--- src/rtl/codac_pkg.sv ---
/*
 * Shared constants for the opcode decoder: first and second byte
 * encodings, decoded operation kinds, decode states and the register map.
 * Assumes a byte-wide prefetch path and a 32-bit APB register bus.
 */
package codac_pkg;

	////////////////////////////////////////////////////////////////////////
	// single-byte and prefix encodings
	localparam logic [7:0] OPC_CARRY_CLEAR = 8'hF8;
	localparam logic [7:0] OPC_CARRY_SET = 8'hF9;
	localparam logic [7:0] OPC_CARRY_INVERT = 8'hF5;
	localparam logic [7:0] OPC_DIRECTION_CLEAR = 8'hFC;
	localparam logic [7:0] OPC_DIRECTION_SET = 8'hFD;
	localparam logic [7:0] OPC_IRQ_ENABLE_CLEAR = 8'hFA;
	localparam logic [7:0] OPC_IRQ_ENABLE_SET = 8'hFB;
	localparam logic [7:0] OPC_BUS_LOCK = 8'hF0;
	localparam logic [7:0] OPC_WORD_SIGN_EXTEND = 8'h99;
	localparam logic [7:0] OPC_BCD_AFTER_MUL = 8'hD4;
	localparam logic [7:0] OPC_BCD_BEFORE_DIV = 8'hD5;
	localparam logic [7:0] BCD_SECOND_BYTE = 8'h0A;

	// pattern prefixes, upper bits of the first byte
	localparam logic [4:0] PFX_EXTERNAL_ESCAPE = 5'h1B;
	localparam logic [6:0] PFX_STRING_REPEAT = 7'h79;
	localparam logic [6:0] PFX_ARITH_GROUP = 7'h7B;
	localparam logic [6:0] PFX_TEST_REG_MEM = 7'h42;
	localparam logic [6:0] PFX_TEST_ACC_IMM = 7'h54;

	////////////////////////////////////////////////////////////////////////
	// conditional branch and loop encodings
	localparam logic [7:0] OPC_BR_ZERO = 8'h74;
	localparam logic [7:0] OPC_BR_NONZERO = 8'h75;
	localparam logic [7:0] OPC_BR_BELOW = 8'h72;
	localparam logic [7:0] OPC_BR_NOT_BELOW = 8'h73;
	localparam logic [7:0] OPC_BR_NEGATIVE = 8'h78;
	localparam logic [7:0] OPC_BR_POSITIVE = 8'h79;
	localparam logic [7:0] OPC_BR_PARITY_ODD = 8'h7B;
	localparam logic [7:0] OPC_BR_NO_OVERFLOW = 8'h71;
	localparam logic [7:0] OPC_BR_SIGNED_GE = 8'h7D;
	localparam logic [7:0] OPC_LOOP_WHILE_ZERO = 8'hE1;
	localparam logic [7:0] OPC_LOOP_WHILE_NONZERO = 8'hE0;
	localparam logic [7:0] OPC_BR_COUNT_EMPTY = 8'hE3;

	////////////////////////////////////////////////////////////////////////
	// mode/register-memory byte fields
	localparam logic [2:0] SUB_TEST = 3'h0;
	localparam logic [2:0] SUB_UNSIGNED_MULTIPLY = 3'h4;
	localparam logic [2:0] SUB_SIGNED_MULTIPLY = 3'h5;
	localparam logic [2:0] SUB_UNSIGNED_DIVIDE = 3'h6;
	localparam logic [1:0] MOD_NO_DISP = 2'h0;
	localparam logic [1:0] MOD_DISP8 = 2'h1;
	localparam logic [1:0] MOD_DISP16 = 2'h2;
	localparam logic [1:0] MOD_REGISTER = 2'h3;
	localparam logic [2:0] RM_DIRECT = 3'h6;

	////////////////////////////////////////////////////////////////////////
	// decoded operation kinds
	typedef enum logic [4:0] {
		OP_NONE = 5'h00,
		OP_CARRY_CLEAR = 5'h01,
		OP_CARRY_SET = 5'h02,
		OP_CARRY_INVERT = 5'h03,
		OP_DIRECTION_CLEAR = 5'h04,
		OP_DIRECTION_SET = 5'h05,
		OP_IRQ_ENABLE_CLEAR = 5'h06,
		OP_IRQ_ENABLE_SET = 5'h07,
		OP_EXTERNAL_ESCAPE = 5'h08,
		OP_BR_ZERO = 5'h09,
		OP_BR_NONZERO = 5'h0A,
		OP_BR_BELOW = 5'h0B,
		OP_BR_NOT_BELOW = 5'h0C,
		OP_BR_NEGATIVE = 5'h0D,
		OP_BR_POSITIVE = 5'h0E,
		OP_BR_PARITY_ODD = 5'h0F,
		OP_BR_NO_OVERFLOW = 5'h10,
		OP_BR_SIGNED_GE = 5'h11,
		OP_LOOP_WHILE_ZERO = 5'h12,
		OP_LOOP_WHILE_NONZERO = 5'h13,
		OP_BR_COUNT_EMPTY = 5'h14,
		OP_UNSIGNED_MULTIPLY = 5'h15,
		OP_SIGNED_MULTIPLY = 5'h16,
		OP_UNSIGNED_DIVIDE = 5'h17,
		OP_BCD_AFTER_MUL = 5'h18,
		OP_BCD_BEFORE_DIV = 5'h19,
		OP_WORD_SIGN_EXTEND = 5'h1A,
		OP_BIT_TEST = 5'h1B,
		OP_UNKNOWN = 5'h1F
	} codac_op_e;

	// decode states, one-hot
	typedef enum logic [5:0] {
		ST_OPCODE = 6'h01,
		ST_MODRM = 6'h02,
		ST_DISP = 6'h04,
		ST_IMM = 6'h08,
		ST_SECOND = 6'h10,
		ST_BRDISP = 6'h20
	} codac_state_e;

	////////////////////////////////////////////////////////////////////////
	// register map, byte addresses
	localparam logic [7:0] ADDR_CTRL = 8'h00;
	localparam logic [7:0] ADDR_STATUS = 8'h04;
	localparam logic [7:0] ADDR_TAKEN = 8'h08;
	localparam int CTRL_ENABLE_BIT = 0;
	localparam logic CTRL_ENABLE_RESET = 1'b1;
	localparam int STAT_OP_LSB = 0;
	localparam int STAT_STATE_LSB = 8;
	localparam int STAT_LOCK_BIT = 16;
	localparam int STAT_REPEAT_BIT = 17;
	localparam int STAT_REPEAT_Z_BIT = 18;
	localparam logic [15:0] TAKEN_RESET = 16'h0000;

endpackage : codac_pkg
--- src/rtl/codac_decoder.sv ---
/*
 * Opcode decoder for multiply/divide, decimal adjust, convert, bit test,
 * conditional branch, count loop and processor-control instructions.
 * Assumes the prefetch queue, flag inputs and APB master share clk;
 * the queue drops its content on flush_req and refetches at flush_ip.
 */
// The placing of the registers and the APB interface to the registers are this design's own decisions.
`timescale 1ns/10ps

module codac_decoder (
	// clock and reset
	input wire logic clk,
	input wire logic sys_rst,
	// prefetch queue side
	input wire logic byte_valid,
	input wire logic [7:0] byte_data,
	input wire logic [15:0] fetch_ip,
	output logic byte_ready,
	output logic flush_req,
	output logic [15:0] flush_ip,
	// execution unit state
	input wire logic zero_flag,
	input wire logic carry_flag,
	input wire logic sign_flag,
	input wire logic overflow_flag,
	input wire logic parity_flag,
	input wire logic [15:0] count_register,
	// decoded instruction
	output logic op_valid,
	output codac_pkg::codac_op_e op_kind,
	output logic op_word,
	output logic op_reg_mode,
	output logic [7:0] op_modrm,
	output logic [15:0] op_disp,
	output logic [15:0] op_imm,
	output logic op_flags_only,
	output logic op_lock,
	output logic op_repeat,
	output logic count_dec,
	output logic repeat_stop,
	// apb slave
	input wire logic [7:0] paddr,
	input wire logic psel,
	input wire logic penable,
	input wire logic pwrite,
	input wire logic [31:0] pwdata,
	input wire logic [3:0] pstrb,
	output logic [31:0] prdata,
	output logic pready,
	output logic pslverr
);

	////////////////////////////////////////////////////////////////////////
	// state

	typedef struct packed {
		codac_pkg::codac_state_e state;
		codac_pkg::codac_op_e op;
		logic [7:0] opc;
		logic [7:0] modrm;
		logic word;
		logic reg_mode;
		logic flags_only;
		logic group_op;
		logic lock_pend;
		logic rep_pend;
		logic rep_z;
		logic [1:0] disp_cnt;
		logic disp_two;
		logic [1:0] imm_cnt;
		logic imm_two;
		logic [15:0] disp;
		logic [15:0] imm;
		logic op_valid;
		logic out_lock;
		logic out_rep;
		logic count_dec;
		logic rep_stop;
		logic flush;
		logic [15:0] flush_ip;
		logic [15:0] taken_cnt;
		logic ctrl_en;
		logic [31:0] prdata;
		logic pslverr;
	} codac_regs_s;

	codac_regs_s r;
	codac_regs_s n;

	////////////////////////////////////////////////////////////////////////
	// next state

	always_comb begin
		logic take;
		logic issue;
		logic taken;
		logic [7:0] b;
		logic [15:0] sdisp;
		logic [15:0] cnt_m1;
		take = byte_valid & byte_ready;
		issue = 1'b0;
		taken = 1'b0;
		b = byte_data;
		sdisp = {{8{byte_data[7]}}, byte_data};
		cnt_m1 = count_register - 16'h0001;
		n = r;
		n.op_valid = 1'b0;
		n.count_dec = 1'b0;
		n.flush = 1'b0;
		// sampled against the live zero flag every cycle
		n.rep_stop = r.rep_pend & (zero_flag != r.rep_z);

		// register bus: read data is latched in setup, zero wait states
		if (psel & ~penable) begin
			n.pslverr = 1'b0;
			case (paddr)
			codac_pkg::ADDR_CTRL: begin
				n.prdata = 32'h0000_0000;
				n.prdata[codac_pkg::CTRL_ENABLE_BIT] = r.ctrl_en;
			end
			codac_pkg::ADDR_STATUS: begin
				n.prdata = 32'h0000_0000;
				n.prdata[codac_pkg::STAT_OP_LSB +: 5] = r.op;
				n.prdata[codac_pkg::STAT_STATE_LSB +: 6] = r.state;
				n.prdata[codac_pkg::STAT_LOCK_BIT] = r.lock_pend;
				n.prdata[codac_pkg::STAT_REPEAT_BIT] = r.rep_pend;
				n.prdata[codac_pkg::STAT_REPEAT_Z_BIT] = r.rep_z;
			end
			codac_pkg::ADDR_TAKEN: begin
				n.prdata = {16'h0000, r.taken_cnt};
			end
			default: begin
				n.prdata = 32'h0000_0000;
				n.pslverr = 1'b1;
			end
			endcase
		end
		if (psel & penable & pwrite) begin
			case (paddr)
			codac_pkg::ADDR_CTRL: begin
				if (pstrb[0])
					n.ctrl_en = pwdata[codac_pkg::CTRL_ENABLE_BIT];
			end
			// cleared here; a branch in the same cycle still counts below
			codac_pkg::ADDR_TAKEN: n.taken_cnt = codac_pkg::TAKEN_RESET;
			default: ;
			endcase
		end

		if (take) begin
			case (r.state)
			codac_pkg::ST_OPCODE: begin
				n.opc = b;
				n.modrm = 8'h00;
				n.word = 1'b0;
				n.reg_mode = 1'b0;
				n.flags_only = 1'b0;
				n.group_op = 1'b0;
				n.disp = 16'h0000;
				n.imm = 16'h0000;
				n.disp_cnt = 2'd0;
				n.imm_cnt = 2'd0;
				n.disp_two = 1'b0;
				n.imm_two = 1'b0;
				case (b)
				// prefix only arms the next instruction
				codac_pkg::OPC_BUS_LOCK: n.lock_pend = 1'b1;
				codac_pkg::OPC_CARRY_CLEAR: begin
					n.op = codac_pkg::OP_CARRY_CLEAR;
					issue = 1'b1;
				end
				codac_pkg::OPC_CARRY_SET: begin
					n.op = codac_pkg::OP_CARRY_SET;
					issue = 1'b1;
				end
				codac_pkg::OPC_CARRY_INVERT: begin
					n.op = codac_pkg::OP_CARRY_INVERT;
					issue = 1'b1;
				end
				codac_pkg::OPC_DIRECTION_CLEAR: begin
					n.op = codac_pkg::OP_DIRECTION_CLEAR;
					issue = 1'b1;
				end
				codac_pkg::OPC_DIRECTION_SET: begin
					n.op = codac_pkg::OP_DIRECTION_SET;
					issue = 1'b1;
				end
				codac_pkg::OPC_IRQ_ENABLE_CLEAR: begin
					n.op = codac_pkg::OP_IRQ_ENABLE_CLEAR;
					issue = 1'b1;
				end
				codac_pkg::OPC_IRQ_ENABLE_SET: begin
					n.op = codac_pkg::OP_IRQ_ENABLE_SET;
					issue = 1'b1;
				end
				codac_pkg::OPC_WORD_SIGN_EXTEND: begin
					n.op = codac_pkg::OP_WORD_SIGN_EXTEND;
					n.word = 1'b1;
					issue = 1'b1;
				end
				codac_pkg::OPC_BCD_AFTER_MUL: begin
					n.op = codac_pkg::OP_BCD_AFTER_MUL;
					n.state = codac_pkg::ST_SECOND;
				end
				codac_pkg::OPC_BCD_BEFORE_DIV: begin
					n.op = codac_pkg::OP_BCD_BEFORE_DIV;
					n.state = codac_pkg::ST_SECOND;
				end
				codac_pkg::OPC_BR_ZERO: begin
					n.op = codac_pkg::OP_BR_ZERO;
					n.state = codac_pkg::ST_BRDISP;
				end
				codac_pkg::OPC_BR_NONZERO: begin
					n.op = codac_pkg::OP_BR_NONZERO;
					n.state = codac_pkg::ST_BRDISP;
				end
				codac_pkg::OPC_BR_BELOW: begin
					n.op = codac_pkg::OP_BR_BELOW;
					n.state = codac_pkg::ST_BRDISP;
				end
				codac_pkg::OPC_BR_NOT_BELOW: begin
					n.op = codac_pkg::OP_BR_NOT_BELOW;
					n.state = codac_pkg::ST_BRDISP;
				end
				codac_pkg::OPC_BR_NEGATIVE: begin
					n.op = codac_pkg::OP_BR_NEGATIVE;
					n.state = codac_pkg::ST_BRDISP;
				end
				codac_pkg::OPC_BR_POSITIVE: begin
					n.op = codac_pkg::OP_BR_POSITIVE;
					n.state = codac_pkg::ST_BRDISP;
				end
				codac_pkg::OPC_BR_PARITY_ODD: begin
					n.op = codac_pkg::OP_BR_PARITY_ODD;
					n.state = codac_pkg::ST_BRDISP;
				end
				codac_pkg::OPC_BR_NO_OVERFLOW: begin
					n.op = codac_pkg::OP_BR_NO_OVERFLOW;
					n.state = codac_pkg::ST_BRDISP;
				end
				codac_pkg::OPC_BR_SIGNED_GE: begin
					n.op = codac_pkg::OP_BR_SIGNED_GE;
					n.state = codac_pkg::ST_BRDISP;
				end
				codac_pkg::OPC_LOOP_WHILE_ZERO: begin
					n.op = codac_pkg::OP_LOOP_WHILE_ZERO;
					n.state = codac_pkg::ST_BRDISP;
				end
				codac_pkg::OPC_LOOP_WHILE_NONZERO: begin
					n.op = codac_pkg::OP_LOOP_WHILE_NONZERO;
					n.state = codac_pkg::ST_BRDISP;
				end
				codac_pkg::OPC_BR_COUNT_EMPTY: begin
					n.op = codac_pkg::OP_BR_COUNT_EMPTY;
					n.state = codac_pkg::ST_BRDISP;
				end
				default: begin
					if (b[7:1] == codac_pkg::PFX_STRING_REPEAT) begin
						n.rep_pend = 1'b1;
						n.rep_z = b[0];
					end else if (b[7:3] == codac_pkg::PFX_EXTERNAL_ESCAPE) begin
						n.op = codac_pkg::OP_EXTERNAL_ESCAPE;
						n.state = codac_pkg::ST_MODRM;
					end else if (b[7:1] == codac_pkg::PFX_ARITH_GROUP) begin
						// kind is settled by the sub-operation field
						n.op = codac_pkg::OP_UNKNOWN;
						n.group_op = 1'b1;
						n.word = b[0];
						n.state = codac_pkg::ST_MODRM;
					end else if (b[7:1] == codac_pkg::PFX_TEST_REG_MEM) begin
						n.op = codac_pkg::OP_BIT_TEST;
						n.flags_only = 1'b1;
						n.word = b[0];
						n.state = codac_pkg::ST_MODRM;
					end else if (b[7:1] == codac_pkg::PFX_TEST_ACC_IMM) begin
						n.op = codac_pkg::OP_BIT_TEST;
						n.flags_only = 1'b1;
						n.word = b[0];
						n.imm_two = b[0];
						n.imm_cnt = b[0] ? 2'd2 : 2'd1;
						n.state = codac_pkg::ST_IMM;
					end else begin
						// not handled here: reported so the core can trap
						n.op = codac_pkg::OP_UNKNOWN;
						issue = 1'b1;
					end
				end
				endcase
			end
			codac_pkg::ST_MODRM: begin
				n.modrm = b;
				n.reg_mode = (b[7:6] == codac_pkg::MOD_REGISTER);
				if (r.group_op) begin
					case (b[5:3])
					codac_pkg::SUB_SIGNED_MULTIPLY:
						n.op = codac_pkg::OP_SIGNED_MULTIPLY;
					codac_pkg::SUB_UNSIGNED_MULTIPLY:
						n.op = codac_pkg::OP_UNSIGNED_MULTIPLY;
					codac_pkg::SUB_UNSIGNED_DIVIDE:
						n.op = codac_pkg::OP_UNSIGNED_DIVIDE;
					codac_pkg::SUB_TEST: begin
						n.op = codac_pkg::OP_BIT_TEST;
						n.flags_only = 1'b1;
						n.imm_two = r.word;
						n.imm_cnt = r.word ? 2'd2 : 2'd1;
					end
					default: n.op = codac_pkg::OP_UNKNOWN;
					endcase
				end
				case (b[7:6])
				codac_pkg::MOD_DISP8: begin
					n.disp_cnt = 2'd1;
					n.disp_two = 1'b0;
				end
				codac_pkg::MOD_DISP16: begin
					n.disp_cnt = 2'd2;
					n.disp_two = 1'b1;
				end
				codac_pkg::MOD_NO_DISP: begin
					n.disp_cnt = (b[2:0] == codac_pkg::RM_DIRECT) ? 2'd2 : 2'd0;
					n.disp_two = (b[2:0] == codac_pkg::RM_DIRECT);
				end
				default: begin
					n.disp_cnt = 2'd0;
					n.disp_two = 1'b0;
				end
				endcase
				if (n.disp_cnt != 2'd0)
					n.state = codac_pkg::ST_DISP;
				else if (n.imm_cnt != 2'd0)
					n.state = codac_pkg::ST_IMM;
				else
					issue = 1'b1;
			end
			codac_pkg::ST_DISP: begin
				// low byte first; a lone byte is sign-extended
				if (!r.disp_two || r.disp_cnt == 2'd2)
					n.disp = sdisp;
				else
					n.disp[15:8] = b;
				n.disp_cnt = r.disp_cnt - 2'd1;
				if (r.disp_cnt == 2'd1) begin
					if (r.imm_cnt != 2'd0)
						n.state = codac_pkg::ST_IMM;
					else
						issue = 1'b1;
				end
			end
			codac_pkg::ST_IMM: begin
				if (!r.imm_two || r.imm_cnt == 2'd2)
					n.imm = {8'h00, b};
				else
					n.imm[15:8] = b;
				n.imm_cnt = r.imm_cnt - 2'd1;
				if (r.imm_cnt == 2'd1)
					issue = 1'b1;
			end
			codac_pkg::ST_SECOND: begin
				n.imm = {8'h00, b};
				if (b != codac_pkg::BCD_SECOND_BYTE)
					n.op = codac_pkg::OP_UNKNOWN;
				issue = 1'b1;
			end
			codac_pkg::ST_BRDISP: begin
				n.disp = sdisp;
				case (r.op)
				codac_pkg::OP_BR_ZERO: taken = zero_flag;
				codac_pkg::OP_BR_NONZERO: taken = ~zero_flag;
				codac_pkg::OP_BR_BELOW: taken = carry_flag;
				codac_pkg::OP_BR_NOT_BELOW: taken = ~carry_flag;
				codac_pkg::OP_BR_NEGATIVE: taken = sign_flag;
				codac_pkg::OP_BR_POSITIVE: taken = ~sign_flag;
				// parity flag is high for even parity
				codac_pkg::OP_BR_PARITY_ODD: taken = ~parity_flag;
				codac_pkg::OP_BR_NO_OVERFLOW:
					taken = ~overflow_flag;
				codac_pkg::OP_BR_SIGNED_GE:
					taken = (sign_flag == overflow_flag);
				codac_pkg::OP_LOOP_WHILE_ZERO: begin
					n.count_dec = 1'b1;
					taken = (cnt_m1 != 16'h0000) & zero_flag;
				end
				codac_pkg::OP_LOOP_WHILE_NONZERO: begin
					n.count_dec = 1'b1;
					taken = (cnt_m1 != 16'h0000) & ~zero_flag;
				end
				codac_pkg::OP_BR_COUNT_EMPTY:
					taken = (count_register == 16'h0000);
				default: taken = 1'b0;
				endcase
				if (taken) begin
					// target counts from the byte right after the disp byte
					n.flush_ip = fetch_ip + 16'h0001 + sdisp;
					n.flush = 1'b1;
				end
				issue = 1'b1;
			end
			default: n.state = codac_pkg::ST_OPCODE;
			endcase
		end

		if (n.flush)
			n.taken_cnt = n.taken_cnt + 16'h0001;
		if (issue) begin
			n.op_valid = 1'b1;
			n.out_lock = r.lock_pend;
			n.out_rep = r.rep_pend;
			n.lock_pend = 1'b0;
			n.rep_pend = 1'b0;
			n.state = codac_pkg::ST_OPCODE;
		end
	end

	////////////////////////////////////////////////////////////////////////
	// registers

	always_ff @(posedge clk or posedge sys_rst) begin
		if (sys_rst) begin
			r <= '0;
			r.state <= codac_pkg::ST_OPCODE;
			r.op <= codac_pkg::OP_NONE;
			r.ctrl_en <= codac_pkg::CTRL_ENABLE_RESET;
			r.taken_cnt <= codac_pkg::TAKEN_RESET;
		end else begin
			r <= n;
		end
	end

	////////////////////////////////////////////////////////////////////////
	// outputs

	// no new byte is taken while the queue is being flushed
	assign byte_ready = r.ctrl_en & ~r.flush;
	assign flush_req = r.flush;
	assign flush_ip = r.flush_ip;
	assign op_valid = r.op_valid;
	assign op_kind = r.op;
	assign op_word = r.word;
	assign op_reg_mode = r.reg_mode;
	assign op_modrm = r.modrm;
	assign op_disp = r.disp;
	assign op_imm = r.imm;
	assign op_flags_only = r.flags_only;
	assign op_lock = r.out_lock;
	assign op_repeat = r.out_rep;
	assign count_dec = r.count_dec;
	assign repeat_stop = r.rep_stop;
	assign prdata = r.prdata;
	assign pready = 1'b1;
	assign pslverr = r.pslverr;

endmodule : codac_decoder

--- config.mk ---
export PLATFORM = sky130hd
export DESIGN_NAME = codac_decoder
export DESIGN_NICKNAME = d
export VERILOG_FILES = /design/src/rtl/codac_pkg.sv /design/src/rtl/codac_decoder.sv
export SDC_FILE = /design/constraint.sdc
export NUM_CORES = 1
export LEC_CHECK = 0
export ABC_AREA = 1
export BUFFER_PORTS_ARGS = -buffer_cell sky130_fd_sc_hd__buf_2
export CELL_PAD_IN_SITES_DETAIL_PLACEMENT = 1
export CELL_PAD_IN_SITES_GLOBAL_PLACEMENT = 2
export CORE_UTILIZATION = 33
export CTS_BUF_LIST = sky130_fd_sc_hd__clkbuf_16
export DETAILED_ROUTE_END_ITERATION = 8
export GPL_TIMING_DRIVEN = 0
export PLACE_DENSITY_LB_ADDON = 0.3
export SLEW_MARGIN = 30
export SYNTH_ARGS = -nofsm -noshare
export SYNTH_HDL_FRONTEND = slang
export SYNTH_SLANG_ARGS = --single-unit
--- constraint.sdc ---
create_clock -name clk -period 9.1 [get_ports clk]
set_clock_uncertainty 0.2 [all_clocks]
set_input_delay 0.455 -clock clk [delete_from_list [all_inputs] [get_ports clk]]
set_output_delay 0.455 -clock clk [all_outputs]
set_load 0.05 [all_outputs]
After elaboration in Yosys (flattened, before gate mapping)
Index checks and enable logic that the tools add are counted.
{"block": "totals", "elab_cells": 280, "input_bits": 95, "ff_bits": 144, "output_inout_bits": 105}
{"block": "classes", "mux": 99, "add_sub_neg": 6, "eq_ne": 79, "bitwise": 16, "n_reduce_logical": 50}
{"cell": "one-hot mux 5 bit (23 select lines)", "n": 1}
{"cell": "equality test 8 bit (second input constant)", "n": 14}
{"cell": "one-hot mux 16 bit (3 select lines)", "n": 2}
{"cell": "equality test 8 x 7 -> 1 bit (second input constant)", "n": 9}
{"cell": "2-to-1 mux 72 bit", "n": 1}
{"cell": "2-to-1 mux 17 bit", "n": 4}
{"cell": "one-hot mux 19 bit (3 select lines)", "n": 1}
{"cell": "2-to-1 mux 11 bit", "n": 4}
{"cell": "2-to-1 mux 3 bit", "n": 14}
{"cell": "2-to-1 mux 6 bit", "n": 6}
{"cell": "equality test 5 x 4 -> 1 bit (second input constant)", "n": 7}
{"cell": "adder 16 x 1 -> 16 bit (second input constant)", "n": 2}
{"cell": "2-to-1 mux 1 bit", "n": 32}
{"cell": "2-to-1 mux 16 bit", "n": 2}
{"cell": "2-to-1 mux 8 bit", "n": 4}
{"cell": "equality test 5 bit (second input constant)", "n": 6}
{"cell": "equality test 7 bit (second input constant)", "n": 4}
{"cell": "inequality test 24 x 2 -> 1 bit (second input constant)", "n": 1}
{"cell": "one-hot mux 6 bit (4 select lines)", "n": 1}
{"cell": "OR reduction 23 bit", "n": 1}
{"cell": "OR reduction 22 bit", "n": 1}
{"cell": "2-to-1 mux 2 bit", "n": 9}
{"cell": "one-hot mux 6 bit (3 select lines)", "n": 1}
{"cell": "adder 16 bit", "n": 1}
{"cell": "57 further kinds", "n": 122}

Longest topological paths before layout
{"block": "logic_depth", "ltp_word": 12, "mapped_depth": 16, "depth_no_buf": 14}

Least setup slack after synthesis
OpenSTA, ideal clock, no wires.
{"block": "synth_path", "path_kind": "register -> register", "startpoint": "register r (netlist bit flush_req)", "endpoint": "register r (netlist bit op_kind[0])", "arrival_ns": 2.308, "required_time_ns": 8.787, "stages_incl_launch_ff": 11, "slack_ns": 6.479, "path_cell_list": "dfrtp_1 > nor2_2 > nand2_1 > inv_2 > o21ai_0 > nor2_2 > nand4_4 > nor2_2 > nand3_1 > nand2_1 > inv_1"}
{"block": "synth_between", "elab_chain_cells": 4}
{"item": "start, declared", "line_no": "codac_decoder.sv:87", "text": "codac_regs_s r;"}
{"item": "start signal, assigned", "line_no": "codac_decoder.sv:425", "text": "r <= n;"}
{"item": "inverter 1 bit", "line_no": "codac_decoder.sv:433", "text": "assign byte_ready = r.ctrl_en & ~r.flush;"}
{"item": "bitwise AND 1 bit", "line_no": "codac_decoder.sv:433"}
{"item": "named net byte_ready", "line_no": "codac_decoder.sv:18", "text": "output logic byte_ready,"}
{"item": "bitwise AND 1 bit", "line_no": "codac_decoder.sv:100", "text": "take = byte_valid & byte_ready;"}
{"item": "AND reduction 6 bit (no source line)"}
The timed path passes the listed nets, and every way through them passes these cells.
A chain may end at the register's enable or synchronous reset.

Worst setup path after layout
{"block": "layout_path", "startpoint": "register r[33] in the netlist's numbering", "endpoint": "register r (netlist bit op_kind[0])"}
{"block": "layout_between", "elab_chain_cells": 3}
{"item": "bitwise AND 1 bit", "line_no": "codac_decoder.sv:433"}
{"item": "bitwise AND 1 bit", "line_no": "codac_decoder.sv:100"}
{"item": "AND reduction 6 bit (no source line)"}
Every way passes these cells.

==> reports/qor.csv <==
metric,value,unit
status,"complete, no violations",
M2 GR Usage,33.80,%
fraction of registers with async set/reset,100.0,%
Die H,161.5,microns
H-Tree Depth,4,
syn avg cell area,7.266,sq um
#FFs+latches synth,123,
first-pass GRT wire length,42910,microns
io pins,200,
Die W,161.5,microns
vias in the first global route,8131,
synth unique cells,51,
post-route ant nets,0,
deepest clock path buffer count,2,
startpoint types,flip-flop,
initial antenna violation count,0,
met1 Use GR,29.04,%
die area,0.02607,sq mm
worst slack at placement,6.216,ns
WL final,26180,microns
"Top cell by count, worst path",nor2_2,
fin. max-slew vios,0,
clk slew on worst S/H paths,0.06,ns
Initial Util,34.11,%
max-cap viol count,0,
Mapped Area,0.008392,sq mm
"commonest non-fill, non-tap cells in the layout","nand2_1, buf_2, dfrtp_1",
P per Cell Area,200.6,mW/mm^2
Power Total,2.050,mW
Worst VDD drop,0.09873,mV
GRT busiest layer,met2,
post-layout min period,2.585,ns
adder-cell area share of the yosys netlist,3.370,%
Final Hold Fails,0,
Slew HR,58.68,%
slowest CP cell,dfstp_2,
Critical Path Sink Type,flip-flop,
"EDFF count, synth",0,
final period utilization,28.40,%
post-DP HPWL,20250,microns
CTS buffer count,17,
largest net degree at the start of global routing,72,
"Largest stage delay, worst path",0.52,ns
CP Data Required Time,9.21,ns
fmax,0.3869,GHz
Gate Count Post-Synth,1155,
TritonRoute pass-1 iters,4,
Worst Path Arrival,2.69,ns
CTS sink count,123,
WHS,0.08391,ns
CTS tree,built,
largest family of logic cells by synthesized area,simple AND/OR/NAND/NOR gates,
crit-path leading delay family,simple AND/OR/NAND/NOR gates,
simple-gate share of the synthesized area,30.51,%
NumNets Final,1456,
wire length per cell,15.63,microns
setup violators final,0,
fin cells,1675,
CTS Root Cell,clkbuf_16,
Vias per Instance,4.780,
YS warnings,0,
global-route met3 utilization,3.210,%
"leading cell type in the layout, fill and taps excluded",nand2_1,
mux contribution to synthesized area,0,%
RSZ-0062 raised after global routing,no,
Area after DPL,0.009633,sq mm
Worst Tran Pin Value,0.6176,ns
fraction of layout instances using a drive strength above 1,26.57,%
worst min path class,input port to flip-flop,
clk_lat worst skew,0.42,ns
routed via count,8006,
Area Growth Syn to Fin,21.75,%
final-layout fill cell count,3169,
leakage power,5.505,nW
Post-CTS Setup Bufs,0,
Final Cell Area,0.01022,sq mm
Port Buffers,151,
row count,57,
hold path depth,3,
fin worst setup slack,6.515,ns
CP Class,flip-flop to flip-flop,
DP Cell Count,1643,
Levels on crit path,11,
# diodes,0,
Total GRT Usage,20.79,%
placer congestion estimate,0.8775,
Setup TNS,0,ns
Synth Area in Compound Gates,11.21,%
worst path cell trace,inv_2 -> nor2_2 -> nand2_1 -> inv_2 -> o21ai_0 -> nor2_2 -> nand4_4 -> nor2_2 -> nand3_1 -> nand2_1 -> inv_1,
CP Max Fanout,10,
post-synthesis sequential area ratio,36.71,%
reg2reg path depth,11,
global route total overflow,0,
DRC viols,0,
Placeable Area,0.02460,sq mm
fin util,41.53,%
xor/xnor cell area share of the yosys netlist,2.087,%
buffers and inverters on the worst path,3,
dominant synthesized flop cell,dfrtp_1,
drt first-iter violations,347,
-- area by class of cell --
class	instances	area (sq um)	area share (%)
timing repair buffer	153	793.3	7.764
buffer	121	898.4	8.793
sequential	123	3080	30.15
tap	324	405.4	3.968
multi-input combinational	804	4011	39.26
inverter	119	454.2	4.445
clock inverter	14	148.9	1.457
clock buffer	17	425.4	4.164
-- state kept, by name, summed over array words and instances, names as in the netlist, 5 cells and up --
register,count
r,33
prdata,19
flush_ip,16
op_disp,16
op_imm,16
op_modrm,8
op_kind,5
-- path summary, 6_finish.rpt --
kind                       slack, ns           to        from
max                             6.52   op_kind[0]       r[33]
min                             0.08        r[33]   pwdata[0]
max reg2reg                     6.52   op_kind[0]       r[33]
min reg2reg                     0.28   prdata[11]  prdata[11]
max in group asynchronous       7.57        r[33]     sys_rst
min in group asynchronous       0.39  op_modrm[0]     sys_rst
-- metal layers --
metal | wire, microns | vias to the layer above | part of all wire, %
met5 | 0 | - | 0
met4 | 240 | 0 | 0.92
li1 | - | 3994 | -
met3 | 1098 | 21 | 4.2
met1 | 12960 | 3821 | 50
met2 | 11880 | 170 | 45
-- synth_stat cells, types with 12 or more instances --
| cell type | count | area share (%) |
|---|---|---|
| nand2_1 | 332 | 15 |
| dfrtp_1 | 121 | 36 |
| inv_1 | 104 | 4.7 |
| buf_4 | 103 | 9.2 |
| nor2_1 | 93 | 4.2 |
| nand3_1 | 66 | 3.9 |
| o21ai_0 | 65 | 3.9 |
| a21oi_1 | 36 | 2.1 |
| o21ai_1 | 24 | 1.4 |
| nand4_1 | 22 | 1.6 |
| ha_1 | 21 | 3.1 |
| nor3_1 | 18 | 1.1 |
| inv_2 | 14 | 0.63 |
| nand2_2 | 13 | 0.97 |
| o31ai_1 | 13 | 1.2 |
| nor2_2 | 12 | 0.89 |
| xnor2_1 | 12 | 1.3 |
-- worst min-delay path, cell delays in order --
cell and delay, ns:
buf_2 0.10, nor2_1 0.10, a21oi_1 0.05
-- power by group --
part	switching, mW	internal [mW]	total (mW)
clock network	0.273	0.402	0.676
registers	0.0489	0.610	0.659
logic	0.499	0.216	0.715
total	0.821	1.23	2.05
-- cells by family after synthesis --
| logic type | Yosys count |
|---|---|
| AOI/OAI and AO/OA | 165 |
| xor gates and xnor gates | 20 |
| adders and majority gates | 22 |
| buffers and inverters | 240 |
| DFF | 123 |
| other | 2 |
| and+or+nand+nor | 583 |
-- what timing repair did --
action	4_1_cts	5_1_grt
hold buffers	1	0
gates resized for setup	0	0
endpoints found under the hold margin	52	0
Note: power is estimated with default switching activity, not from simulation.
